File: config.mk
export PLATFORM = sky130hd
export DESIGN_NAME = low_power_mode_controller
export DESIGN_NICKNAME = d
export VERILOG_FILES = /design/src/lpm_pkg.sv /design/src/low_power_mode_controller.sv
export SDC_FILE = /design/constraint.sdc
export NUM_CORES = 1
export LEC_CHECK = 0
export ABC_CLOCK_PERIOD_IN_PS = 4300
export BUFFER_PORTS_ARGS = -buffer_cell sky130_fd_sc_hd__clkbuf_2
export CELL_PAD_IN_SITES_DETAIL_PLACEMENT = 1
export CELL_PAD_IN_SITES_GLOBAL_PLACEMENT = 2
export CORE_MARGIN = 3
export CORE_UTILIZATION = 31
export DETAILED_ROUTE_END_ITERATION = 7
export GPL_TIMING_DRIVEN = 0
export PLACE_DENSITY_LB_ADDON = 0.1
export SLEW_MARGIN = 20
export SYNTH_ARGS = -nofsm -noshare
export SYNTH_HDL_FRONTEND = slang
export SYNTH_SLANG_ARGS = --single-unit
File: constraint.sdc
create_clock -name hclk -period 4.3 [get_ports hclk]
set_clock_uncertainty 0.05 [all_clocks]
set_input_delay 0.215 -clock hclk [delete_from_list [all_inputs] [get_ports hclk]]
set_output_delay 0.215 -clock hclk [all_outputs]
set_load 0.01 [all_outputs]
File: src/lpm_pkg.sv
// Package: constants, types and contract of the low-power mode controller
// Contract
// - Supply-drop reset holds reset except in Shutdown
// - Reset threshold starts lowest, option pins raise
// - Enabled detector flags falling and/or rising crossings
// - Analog supply monitor reports functional range
// - Run after reset; low-power only by software
// - Sleep halts processor; interrupt, pin, calendar, LSE or radio event wakes it
// - Low-power run: low regulator, 2 MHz, radio off
// - Low-power sleep only from low-power run
// - Stop modes retain everything, low-speed oscillator on
// - Stop 0 main regulator; Stop 2 low leakage
// - Standby powers core off, supply-drop reset on
// - Standby loses RAM except optional retainable bank
// - Standby I/O pull state chosen by software
// - Standby wakes on reset, watchdog, pin, calendar, radio
// - Standby wakeup clock is internal 16 MHz
// - Shutdown: no supply monitoring, no backup switch
// - Shutdown loses all RAM and registers except event flags
// - Shutdown wakes on reset, pin, calendar; never watchdog
// - Shutdown wakeup clock is multispeed 4 MHz
// - Applied state is shallower of processor and radio
// - Wakeup peripherals may start 16 MHz in Stop
package lpm_pkg;
    localparam logic [7:0] CTRL_OFS = 8'h00;
    localparam logic [7:0] STAT_OFS = 8'h04;
    localparam logic [7:0] EVT_OFS = 8'h08;
    localparam logic [7:0] IOCFG_OFS = 8'h0C;
    localparam logic [31:0] CTRL_RST = 32'h0000_0000;
    localparam logic [31:0] IOCFG_RST = 32'h0000_0000;
    localparam logic [2:0] BOR_LVL_RST = 3'h0;
    localparam logic [3:0] M_RUN = 4'h0;
    localparam logic [3:0] M_SLEEP = 4'h1;
    localparam logic [3:0] M_LPRUN = 4'h2;
    localparam logic [3:0] M_LPSLEEP = 4'h3;
    localparam logic [3:0] M_STOP0 = 4'h4;
    localparam logic [3:0] M_STOP1 = 4'h5;
    localparam logic [3:0] M_STOP2 = 4'h6;
    localparam logic [3:0] M_STBY = 4'h7;
    localparam logic [3:0] M_SHUT = 4'h8;
    localparam logic [5:0] LPRUN_MAX_MHZ = 6'h02;
    localparam logic [5:0] MSI_WAKE_MHZ = 6'h04;
    localparam logic [5:0] MSI_MAX_MHZ = 6'h30;
    localparam logic [1:0] OPT_CAPTURE = 2'h2;
    localparam int EV_TVD_FALL = 0;
    localparam int EV_TVD_RISE = 1;
    localparam int EV_WKPIN = 2;
    localparam int EV_RTC = 3;
    localparam int EV_LSE = 4;
    localparam int EV_RADIO = 5;
    localparam int EV_WDG = 6;
    localparam int EV_XRST = 7;
    typedef enum logic [8:0] {
        ST_RUN = 9'h001, ST_SLEEP = 9'h002, ST_LPRUN = 9'h004,
        ST_LPSLEEP = 9'h008, ST_STOP0 = 9'h010, ST_STOP1 = 9'h020,
        ST_STOP2 = 9'h040, ST_STBY = 9'h080, ST_SHUT = 9'h100
    } pm_state_e;
    typedef struct packed {
        logic supply_low;
        logic tvd_low;
        logic analog_ok;
        logic external_reset_pin_n;
        logic watchdog_reset;
        logic wakeup_pin;
        logic rtc_event;
        logic lse_fail;
        logic radio_wake;
        logic irq_pending;
        logic hsi_request;
        logic [1:0] radio_req;
        logic [2:0] opt_level;
    } pin_s;
    typedef struct packed {
        logic [14:0] rsvd;
        logic [5:0] msi_mhz;
        logic stop_hsi;
        logic retain;
        logic wk_pol;
        logic tvd_rise;
        logic tvd_fall;
        logic tvd_en;
        logic go;
        logic [3:0] mode;
    } ctrl_s;
    typedef struct packed {
        logic dev_rst_n;
        logic sdr_en;
        logic [2:0] bor_lvl;
        logic tvd_irq;
        logic analog_ok;
        logic cpu_halt;
        logic periph_clk_on;
        logic main_reg_on;
        logic lp_reg_on;
        logic core_on;
        logic low_leak;
        logic main_ram_on;
        logic sec_ram_on;
        logic ret_ram_on;
        logic ls_osc_on;
        logic hsi_on;
        logic clk_src_hsi;
        logic [5:0] msi_mhz;
        logic radio_en;
        logic backup_sw_en;
        logic io_hold;
        logic resume;
    } pwr_s;
    typedef struct packed {
        pin_s s1;
        pin_s s2;
        pin_s s3;
        logic wr_pend;
        logic [7:0] addr;
        logic [31:0] hrdata;
        logic hready;
        logic hresp;
        ctrl_s ctrl;
        logic [31:0] iocfg;
        logic [7:0] evt;
        logic [3:0] cpu_tgt;
        pm_state_e st;
        logic [1:0] opt_cnt;
        pwr_s out;
    } st_s;
endpackage

File: src/low_power_mode_controller.sv
// Low-power mode controller with supply supervision and AHB-Lite registers
`timescale 1ns/1ps
module low_power_mode_controller (
    input wire logic hclk,
    input wire logic hresetn,
    input wire logic hsel,
    input wire logic [31:0] haddr,
    input wire logic [1:0] htrans,
    input wire logic hwrite,
    input wire logic [2:0] hsize,
    input wire logic [31:0] hwdata,
    input wire logic hready,
    output logic hreadyout,
    output logic hresp,
    output logic [31:0] hrdata,
    input wire lpm_pkg::pin_s pins,
    output lpm_pkg::pwr_s pwr,
    output logic [31:0] io_standby_cfg
);
    lpm_pkg::st_s q;
    lpm_pkg::st_s n;
    logic [1:0] unused_size;

    function automatic lpm_pkg::pm_state_e code_to_state(input logic [3:0] c);
        lpm_pkg::pm_state_e s;
        s = lpm_pkg::ST_RUN;
        case (c)
            lpm_pkg::M_SLEEP: s = lpm_pkg::ST_SLEEP;
            lpm_pkg::M_LPRUN: s = lpm_pkg::ST_LPRUN;
            lpm_pkg::M_LPSLEEP: s = lpm_pkg::ST_LPSLEEP;
            lpm_pkg::M_STOP0: s = lpm_pkg::ST_STOP0;
            lpm_pkg::M_STOP1: s = lpm_pkg::ST_STOP1;
            lpm_pkg::M_STOP2: s = lpm_pkg::ST_STOP2;
            lpm_pkg::M_STBY: s = lpm_pkg::ST_STBY;
            lpm_pkg::M_SHUT: s = lpm_pkg::ST_SHUT;
            default: s = lpm_pkg::ST_RUN;
        endcase
        return s;
    endfunction

    function automatic logic is_stop(input lpm_pkg::pm_state_e s);
        return (s == lpm_pkg::ST_STOP0) || (s == lpm_pkg::ST_STOP1) || (s == lpm_pkg::ST_STOP2);
    endfunction

    function automatic logic is_stop_code(input logic [3:0] c);
        return (c == lpm_pkg::M_STOP0) || (c == lpm_pkg::M_STOP1) || (c == lpm_pkg::M_STOP2);
    endfunction

    // Edge detectors on synchronised pins
    logic tvd_fall_ev;
    logic tvd_rise_ev;
    logic wk_edge;
    logic rtc_edge;
    logic lse_edge;
    logic radio_edge;
    logic wdg_edge;
    logic xrst_edge;
    logic [7:0] ev_set;
    logic [3:0] radio_code;
    logic [3:0] eff_code;
    logic go_ok;
    logic wake_light;
    logic wake_stby;
    logic wake_shut;

    assign unused_size = hsize[1:0];

    always_comb begin
        tvd_fall_ev = q.ctrl.tvd_en && q.ctrl.tvd_fall && q.s2.tvd_low && !q.s3.tvd_low;
        tvd_rise_ev = q.ctrl.tvd_en && q.ctrl.tvd_rise && !q.s2.tvd_low && q.s3.tvd_low;
        if (q.ctrl.wk_pol) begin
            wk_edge = q.s2.wakeup_pin && !q.s3.wakeup_pin;
        end else begin
            wk_edge = !q.s2.wakeup_pin && q.s3.wakeup_pin;
        end
        rtc_edge = q.s2.rtc_event && !q.s3.rtc_event;
        lse_edge = q.s2.lse_fail && !q.s3.lse_fail;
        radio_edge = q.s2.radio_wake && !q.s3.radio_wake;
        wdg_edge = q.s2.watchdog_reset && !q.s3.watchdog_reset;
        xrst_edge = !q.s2.external_reset_pin_n && q.s3.external_reset_pin_n;
        ev_set = '0;
        ev_set[lpm_pkg::EV_TVD_FALL] = tvd_fall_ev;
        ev_set[lpm_pkg::EV_TVD_RISE] = tvd_rise_ev;
        ev_set[lpm_pkg::EV_WKPIN] = wk_edge;
        ev_set[lpm_pkg::EV_RTC] = rtc_edge;
        ev_set[lpm_pkg::EV_LSE] = lse_edge;
        ev_set[lpm_pkg::EV_RADIO] = radio_edge;
        ev_set[lpm_pkg::EV_WDG] = wdg_edge;
        ev_set[lpm_pkg::EV_XRST] = xrst_edge;
        // Radio request mapped to a depth code
        case (q.s2.radio_req)
            2'h0: radio_code = lpm_pkg::M_RUN;
            2'h1: radio_code = lpm_pkg::M_STOP2;
            2'h2: radio_code = lpm_pkg::M_STBY;
            default: radio_code = lpm_pkg::M_SHUT;
        endcase
        wake_light = q.s2.irq_pending || wk_edge || rtc_edge || lse_edge || radio_edge;
        wake_stby = xrst_edge || wdg_edge || wk_edge || rtc_edge || lse_edge || radio_edge;
        wake_shut = xrst_edge || wk_edge || rtc_edge;
        go_ok = q.wr_pend && (q.addr == lpm_pkg::CTRL_OFS) && hwdata[4]
            && ((q.cpu_tgt == lpm_pkg::M_RUN) || (q.cpu_tgt == lpm_pkg::M_LPRUN))
            && (hwdata[3:0] <= lpm_pkg::M_SHUT)
            && ((hwdata[3:0] != lpm_pkg::M_LPSLEEP) || (q.cpu_tgt == lpm_pkg::M_LPRUN));
        eff_code = lpm_pkg::M_RUN;

        n = q;
        n.s1 = pins;
        n.s2 = q.s1;
        n.s3 = q.s2;
        n.out.resume = 1'b0;
        n.out.tvd_irq = tvd_fall_ev || tvd_rise_ev;
        n.hready = 1'b1;
        n.hresp = 1'b0;

        // Address phase and read data
        n.wr_pend = 1'b0;
        n.hrdata = '0;
        if (hsel && htrans[1] && hready) begin
            n.wr_pend = hwrite;
            n.addr = haddr[7:0];
            if (!hwrite) begin
                if (haddr[7:0] == lpm_pkg::CTRL_OFS) begin
                    n.hrdata = q.ctrl;
                end else if (haddr[7:0] == lpm_pkg::STAT_OFS) begin
                    n.hrdata = {5'h00, q.s2.radio_req, q.out.msi_mhz, q.out.clk_src_hsi, q.out.bor_lvl,
                        q.out.dev_rst_n, q.out.analog_ok, q.cpu_tgt, q.st};
                end else if (haddr[7:0] == lpm_pkg::EVT_OFS) begin
                    n.hrdata = {24'h00_0000, q.evt};
                end else if (haddr[7:0] == lpm_pkg::IOCFG_OFS) begin
                    n.hrdata = q.iocfg;
                end else begin
                    n.hrdata = '0;
                end
            end
        end

        // Data phase writes; event flags set wins over clear
        n.evt = q.evt | ev_set;
        if (q.wr_pend) begin
            if (q.addr == lpm_pkg::CTRL_OFS) begin
                n.ctrl = hwdata;
                n.ctrl.go = 1'b0;
                n.ctrl.rsvd = '0;
            end else if (q.addr == lpm_pkg::EVT_OFS) begin
                n.evt = (q.evt & ~hwdata[7:0]) | ev_set;
            end else if (q.addr == lpm_pkg::IOCFG_OFS) begin
                n.iocfg = hwdata;
            end
        end
        if (go_ok) begin
            n.cpu_tgt = hwdata[3:0];
        end

        // Wakeup handling per processor mode
        if ((q.cpu_tgt == lpm_pkg::M_SLEEP || is_stop_code(q.cpu_tgt)) && wake_light) begin
            n.cpu_tgt = lpm_pkg::M_RUN;
            n.out.resume = 1'b1;
            if (is_stop_code(q.cpu_tgt)) begin
                n.out.clk_src_hsi = q.ctrl.stop_hsi;
                n.out.msi_mhz = (q.ctrl.msi_mhz > lpm_pkg::MSI_MAX_MHZ) ? lpm_pkg::MSI_MAX_MHZ : q.ctrl.msi_mhz;
            end
        end else if (q.cpu_tgt == lpm_pkg::M_LPSLEEP && wake_light) begin
            n.cpu_tgt = lpm_pkg::M_LPRUN;
            n.out.resume = 1'b1;
        end else if (q.cpu_tgt == lpm_pkg::M_STBY && wake_stby) begin
            n.cpu_tgt = lpm_pkg::M_RUN;
            n.out.clk_src_hsi = 1'b1;
            n.ctrl = lpm_pkg::CTRL_RST;
        end else if (q.cpu_tgt == lpm_pkg::M_SHUT && wake_shut) begin
            n.cpu_tgt = lpm_pkg::M_RUN;
            n.out.clk_src_hsi = 1'b0;
            n.out.msi_mhz = lpm_pkg::MSI_WAKE_MHZ;
            n.ctrl = lpm_pkg::CTRL_RST;
            n.iocfg = lpm_pkg::IOCFG_RST;
        end

        // Applied state is the shallower request
        eff_code = (n.cpu_tgt < radio_code) ? n.cpu_tgt : radio_code;
        n.st = code_to_state(eff_code);

        // Low-power run clock ceiling
        if (n.st == lpm_pkg::ST_LPRUN || n.st == lpm_pkg::ST_LPSLEEP) begin
            if (n.out.msi_mhz > lpm_pkg::LPRUN_MAX_MHZ) begin
                n.out.msi_mhz = lpm_pkg::LPRUN_MAX_MHZ;
            end
            // Multispeed source even after a 16 MHz stop exit
            n.out.clk_src_hsi = 1'b0;
        end

        // Option threshold caught once after reset
        if (q.opt_cnt != 2'h3) begin
            n.opt_cnt = q.opt_cnt + 2'h1;
        end
        if (q.opt_cnt == lpm_pkg::OPT_CAPTURE) begin
            n.out.bor_lvl = q.s2.opt_level;
        end

        // Power, clock and retention controls
        n.out.sdr_en = (n.st != lpm_pkg::ST_SHUT);
        n.out.backup_sw_en = (n.st != lpm_pkg::ST_SHUT);
        n.out.dev_rst_n = !(n.out.sdr_en && q.s2.supply_low);
        n.out.analog_ok = q.s2.analog_ok;
        n.out.cpu_halt = (n.st != lpm_pkg::ST_RUN) && (n.st != lpm_pkg::ST_LPRUN);
        n.out.periph_clk_on = (n.st == lpm_pkg::ST_RUN) || (n.st == lpm_pkg::ST_SLEEP)
            || (n.st == lpm_pkg::ST_LPRUN) || (n.st == lpm_pkg::ST_LPSLEEP);
        n.out.main_reg_on = (n.st == lpm_pkg::ST_RUN) || (n.st == lpm_pkg::ST_SLEEP)
            || (n.st == lpm_pkg::ST_STOP0);
        n.out.lp_reg_on = (n.st == lpm_pkg::ST_LPRUN) || (n.st == lpm_pkg::ST_LPSLEEP)
            || (n.st == lpm_pkg::ST_STOP1) || (n.st == lpm_pkg::ST_STOP2)
            || ((n.st == lpm_pkg::ST_STBY) && q.ctrl.retain);
        n.out.core_on = (n.st != lpm_pkg::ST_STBY) && (n.st != lpm_pkg::ST_SHUT);
        n.out.low_leak = (n.st == lpm_pkg::ST_STOP2);
        n.out.main_ram_on = n.out.core_on;
        n.out.sec_ram_on = n.out.core_on;
        n.out.ret_ram_on = n.out.core_on || ((n.st == lpm_pkg::ST_STBY) && q.ctrl.retain);
        n.out.ls_osc_on = (n.st != lpm_pkg::ST_SHUT);
        n.out.hsi_on = is_stop(n.st) ? q.s2.hsi_request : n.out.core_on;
        n.out.radio_en = (n.st != lpm_pkg::ST_LPRUN) && (n.st != lpm_pkg::ST_LPSLEEP)
            && (n.st != lpm_pkg::ST_SHUT);
        n.out.io_hold = (n.st == lpm_pkg::ST_STBY);
    end

    always_ff @(posedge hclk or negedge hresetn) begin
        if (!hresetn) begin
            q <= '0;
            q.hready <= 1'b1;
            q.ctrl <= lpm_pkg::CTRL_RST;
            q.iocfg <= lpm_pkg::IOCFG_RST;
            q.cpu_tgt <= lpm_pkg::M_RUN;
            q.st <= lpm_pkg::ST_RUN;
            q.out.bor_lvl <= lpm_pkg::BOR_LVL_RST;
            q.out.sdr_en <= 1'b1;
            q.out.periph_clk_on <= 1'b1;
            q.out.main_reg_on <= 1'b1;
            q.out.core_on <= 1'b1;
            q.out.main_ram_on <= 1'b1;
            q.out.sec_ram_on <= 1'b1;
            q.out.ret_ram_on <= 1'b1;
            q.out.ls_osc_on <= 1'b1;
            q.out.hsi_on <= 1'b1;
            q.out.msi_mhz <= lpm_pkg::MSI_WAKE_MHZ;
            q.out.radio_en <= 1'b1;
            q.out.backup_sw_en <= 1'b1;
        end else begin
            q <= n;
        end
    end

    assign hreadyout = q.hready;
    assign hresp = q.hresp;
    assign hrdata = q.hrdata;
    assign pwr = q.out;
    assign io_standby_cfg = q.iocfg;
endmodule

=== After elaboration in Yosys (flattened, before gate mapping) ===
Memories as Yosys holds them, arrays and structs flattened.
Index checks and enable logic that the tools add are counted.

* Output and inout bits: 95
* Word-level logic and storage cells: 223
* Memories kept: 1
* Input bits: 90
* ROM bits: 144
* Flip-flop bits (word level): 192

* Bitwise operators: 4
* Reduce and logical (&&, ||, !) cells: 74
* Order comparisons: 4
* Multiplexer cells: 37
* Eq/ne operators: 33
* $add $sub $neg: 1

{| class="wikitable"
|+ Memory list
! memory !! words !! width !! read ports !! clocked after Yosys merged registers in !! write ports !! line !! source
|-
| (no name shown) || 16 || 9 || 1 || 0 || 0 || low_power_mode_controller.sv:27 || <nowiki>case (c)</nowiki>
|}

{| class="wikitable"
|+ Operators with widths
! cell !! count
|-
| 2-to-1 mux 32 bit || 10
|-
| 2-to-1 mux 64 bit || 3
|-
| 2-to-1 mux 72 bit || 1
|-
| 2-to-1 mux 41 bit || 1
|-
| 2-to-1 mux 40 bit || 1
|-
| 2-to-1 mux 7 bit || 5
|-
| equality test 8 x 4 -> 1 bit (second input constant) || 4
|-
| logical AND 1 bit || 30
|-
| logical OR 1 bit || 28
|-
| 2-to-1 mux 4 bit || 6
|-
| 2-to-1 mux 6 bit || 3
|-
| equality test 4 x 3 -> 1 bit (second input constant) || 4
|-
| zero test 8 bit || 2
|-
| OR 8 bit || 2
|-
| case mux 4 bit (3 select lines) || 1
|-
| zero test 1 bit || 10
|-
| equality test 9 x 1 -> 1 bit (second input constant) || 1
|-
| equality test 9 x 2 -> 1 bit (second input constant) || 1
|-
| equality test 9 x 3 -> 1 bit (second input constant) || 1
|-
| equality test 9 x 4 -> 1 bit (second input constant) || 1
|-
| equality test 9 x 5 -> 1 bit (second input constant) || 1
|-
| equality test 9 x 6 -> 1 bit (second input constant) || 1
|-
| equality test 9 x 7 -> 1 bit (second input constant) || 1
|-
| equality test 9 x 8 -> 1 bit (second input constant) || 1
|-
| 27 further kinds || 34
|}

=== Depth between registers and ports, before layout ===
An unclocked memory read counts as a cell.

* Word-level depth: 19
* Mapped depth: 15
* Gate-level depth less buffers: 14

=== Worst setup path before layout ===
Ideal clock, no wire load.

* Path kind: flip-flop to flip-flop
* Start: register q[156] (netlist name)
* End: register q, in the netlist pwr[21]
* Data required time: 4.132 ns
* Cell stages (with the launch flop): 14
* Data arrival time: 3.856 ns
* Clock period less this slack: 4.024 ns
* Setup time: 0.118 ns
* Path slack: 0.276 ns
* Buffers on the path: 1
* Cell sequence: dfrtp_1 -> or4b_1 -> buf_2 -> nor4_4 -> nand4_1 -> a221oi_4 -> ha_1 -> o21a_1 -> o21a_1 -> nor2_1 -> nor2_1 -> o31ai_2 -> nand2_1 -> a21o_1

{| class="wikitable"
|+ RTL lines
! item !! line !! source
|-
| start: declaration || low_power_mode_controller.sv:20 || <nowiki>lpm_pkg::st_s q;</nowiki>
|-
| start signal: assignment || low_power_mode_controller.sv:245 || <nowiki>q <= n;</nowiki>
|}

==> flow_summary.yaml <==
status:
  status: "complete, no violations"
worst_setup_path:
  r2r-start: "q[92]"
  max_stage_delay_ps: 520
  path_max_fanout: 10
  rr_worst_depth: 13
  cp.arrival_ps: 4320
  worstPathRequired_ps: 4620
  crit_start: "q[92]"
  path_cells: "and3b_1 > nor4_4 > a22oi_2 > clkbuf_2 > nor3_2 > ha_1 > a2111oi_2 > nor2_1 > o31ai_4 > buf_4 > nand3_4 > inv_4 > a21o_1"
  crit_path_end_kind: "flop"
  timing_worst_setup_path_type: "reg2reg"
  cp-start-kind: "flop"
  crit_slowest_cell: "a2111oi_2"
route:
  wire_per_inst_um: 18.1
  firstDrtPassIters: 5
  drcViolationCount: 0
  detail-route-antenna-nets: 0
  routed_wl_um: 25300
  viasPerCell: 4.61
  first_iter_violations: 281
  via_count: 6417
logic_synthesis:
  ys_seq_elements: 192
  synthCells: 807
  synth_fp_nets: 905
  synth_cell_type_count: 66
  netlist_area_um2: 8510
  synth_ff_type: "dfrtp_1"
  postSynth.asyncResetShare_pct: 100
  yosys_warnings: 0
  postSynthAreaPerCell_um2: 10.5
  ys_seq_area_share_pct: 56.6
  synth_edf_count: 0
sta:
  fin_crit_sh_pct: 93.0
  period_minus_slack_ps: 4000
  hold_slack_ps: 11.1
  fmax_mhz: 250
  rsz0062_at_grt: "false"
  setup-tns-final_ps: 0
  finalHoldViolations: 0
  slew_violations: 0
  maxSlewHeadroom_pct: 39.9
  setup_viol: 0
  worstMarginPinSlew_ps: 895
clock_tree:
  htreeDepth: 4
  cts_tree: "done"
  cts.sinks: 192
  insertion_delay_ps: 430
  root_buffer: "clkbuf_16"
  path_clk_slew_ps: 70
  clockBufferDepth: 2
  cts_buffers: 17
global_routing:
  grt_pass1_vias: 6689
  met1_usage_pct: 23.2
  grt.busiest_layer: "met2"
  grt_pass1_wl_um: 38900
  overflow: 0
  grt_use_met2_pct: 29.7
  grt_max_degree: 84
  grt_util_all_layers_pct: 17.4
  grt_use_met3_pct: 3.31
  antenna_found_initial: 1
worst_hold_path:
  hold_path.startpoint: "hwdata[6]"
  min-delay-path-class: "in2reg"
  worstHoldPathCells: 3
layout:
  final_area_um2: 11000
  diodes: 0
  nNetsFinal: 1137
  syn2layout_area_growth_pct: 29.1
  drive_gt1_share_pct: 33.7
floorplan:
  io_pins: 185
  die_h_um: 172
  dieWidth_um: 172
  start_util_pct: 31.6
  core_um2: 27000
  row_count: 60
  dieArea_um2: 29500
power:
  power_density_nw_per_um2: 459
  p_leak_uw: 0.00525
  total_power_uw: 5040
  ir_drop_v: 0.000185
placement:
  routabilityCongestion: 0.772
  hpwl_um: 18300
  port_buffers: 151
  place_area_um2: 9770
flow_run:
  maxCapViolCount: 0
where the power goes:
part / switching (µW) / internal [µW]
sequential: 250 / 2080
combinational: 522 / 563
clock: 735 / 891
total: 1510 / 3530
sequential cells by signal, indices dropped and copies added (netlist names):
signal,count
q,71
n,32
hrdata,32
pwr,25
io_standby_cfg,32
synthesized netlist by cell type, drive strengths merged, types with 3 or more instances:
library cell / n / share of area (%)
mux2i: 11 / 1.3
and2: 18 / 1.3
buf: 100 / 8.7
ha: 8 / 1.2
nor3: 10 / 0.71
a21o: 6 / 0.53
dfstp: 9 / 2.8
o21ai: 11 / 0.65
mux2: 17 / 2.2
or2: 4 / 0.29
nor2: 75 / 3.4
inv: 12 / 0.56
a211oi: 3 / 0.32
nand4: 4 / 0.29
or4b: 3 / 0.35
nor2b: 6 / 0.44
a22oi: 10 / 0.94
nor3b: 3 / 0.26
nand3: 5 / 0.44
dfrtp: 183 / 54
nor4: 8 / 1.2
a211o: 3 / 0.31
nand2: 140 / 6.2
a31oi: 6 / 0.51
clkbuf: 33 / 1.5
a2111oi: 23 / 2.4
or3: 3 / 0.22
a21oi: 60 / 3.6
nand2b: 4 / 0.29
worst max-delay path: cells and delay by family, from the launching register on:
kind	cells	cell delay [ps]
buffers and inverters	3	590
adders and majority gates	1	320
AOI/OAI and AO/OA	4	1130
and+or+nand+nor	5	1410
DFF	1	440
final timing paths:
| path | endpoint | slack, ps |
|---|---|---|
| max | pwr[21] | 300 |
| min | q[90] | 10 |
| max reg2reg | pwr[21] | 300 |
| min reg2reg | n[165] | 300 |
| max in group asynchronous | pwr[13] | 3170 |
| min in group asynchronous | q[30] | 230 |
cell usage in the layout, fill, tap and decap left out, types with 4 or more instances in the layout:
cell | netlist | routed
nand2_1 | 140 | 140
a21o_1 | 6 | 6
clkbuf_1 | 31 | 32
and2_1 | 18 | 18
nor2b_1 | 6 | 6
mux2i_1 | 11 | 11
or2_2 | 4 | 4
nand4_1 | 4 | 4
nor2_1 | 74 | 73
dfrtp_1 | 183 | 183
o21ai_0 | 9 | 9
a2111oi_0 | 23 | 22
nor4_4 | 3 | 4
a21oi_1 | 59 | 58
dfstp_2 | 9 | 9
nand2b_1 | 4 | 4
inv_1 | 10 | 10
nor3_2 | 2 | 4
nand3_1 | 4 | 4
mux2_2 | 17 | 17
ha_1 | 8 | 8
a31oi_1 | 5 | 5
clkbuf_2 | 2 | 153
nor3_1 | 8 | 6
dlygate4sd3_1 | 0 | 49
clkbuf_16 | 0 | 17
a22oi_1 | 9 | 9
buf_4 | 96 | 106
area by class of cell:
cell class | instances | area, µm²
Fill cell | 3020 | 16000
Sequential cell | 192 | 4820
Multi-Input combinational cell | 470 | 2840
Timing Repair Buffer | 213 | 1390
Buffer | 133 | 866
Clock buffer | 20 | 447
Tap cell | 341 | 427
Clock inverter | 12 | 150
Inverter | 12 | 47.5
kinds of logic (layout without fill, tap and decap cells):
logic type / after synthesis / in the layout / share of synthesized area, %
adder cells (fa/ha/maj): 8 / 8 / 1.18
buffers and inverters: 145 / 390 / 10.7
multiplexers: 28 / 28 / 3.54
XOR/XNOR: 2 / 2 / 0.206
AND/OR/NAND/NOR: 290 / 290 / 16.1
other: 2 / 2 / 0.0883
flip-flops: 192 / 192 / 56.6
AO/OA/AOI/OAI: 140 / 140 / 11.6
timing repair:
item	in CTS	in global routing
resized for setup	7	5
hold endpoints to repair	102	0
cloned	0	0
hold buffers	49	0
endpoints found under the setup margin	28	15
buffers inserted	2	8
pin swaps	1	5
routing by layer:
metal | routed length, µm | up-vias | share of wire [%]
met3 | 862 | 15 | 3.4
met5 | 13 | - | 0.051
li1 | - | 3102 | -
met2 | 12500 | 121 | 49
met4 | 218 | 2 | 0.86
met1 | 11700 | 3177 | 46
stage by stage:
| stage | std cells | setup slack [ps] | util, % |
|---|---|---|---|
| floorplan | 807 | 276 | - |
| global placement | 1299 | -940 | 36.0 |
| detailed placement | 1302 | -851 | 36.2 |
| CTS | 1385 | 15.5 | 40.4 |
| global route | 1393 | 17.3 | 40.7 |
| finish | 1393 | 300 | 40.7 |
Power figures use the tool's default switching activity.
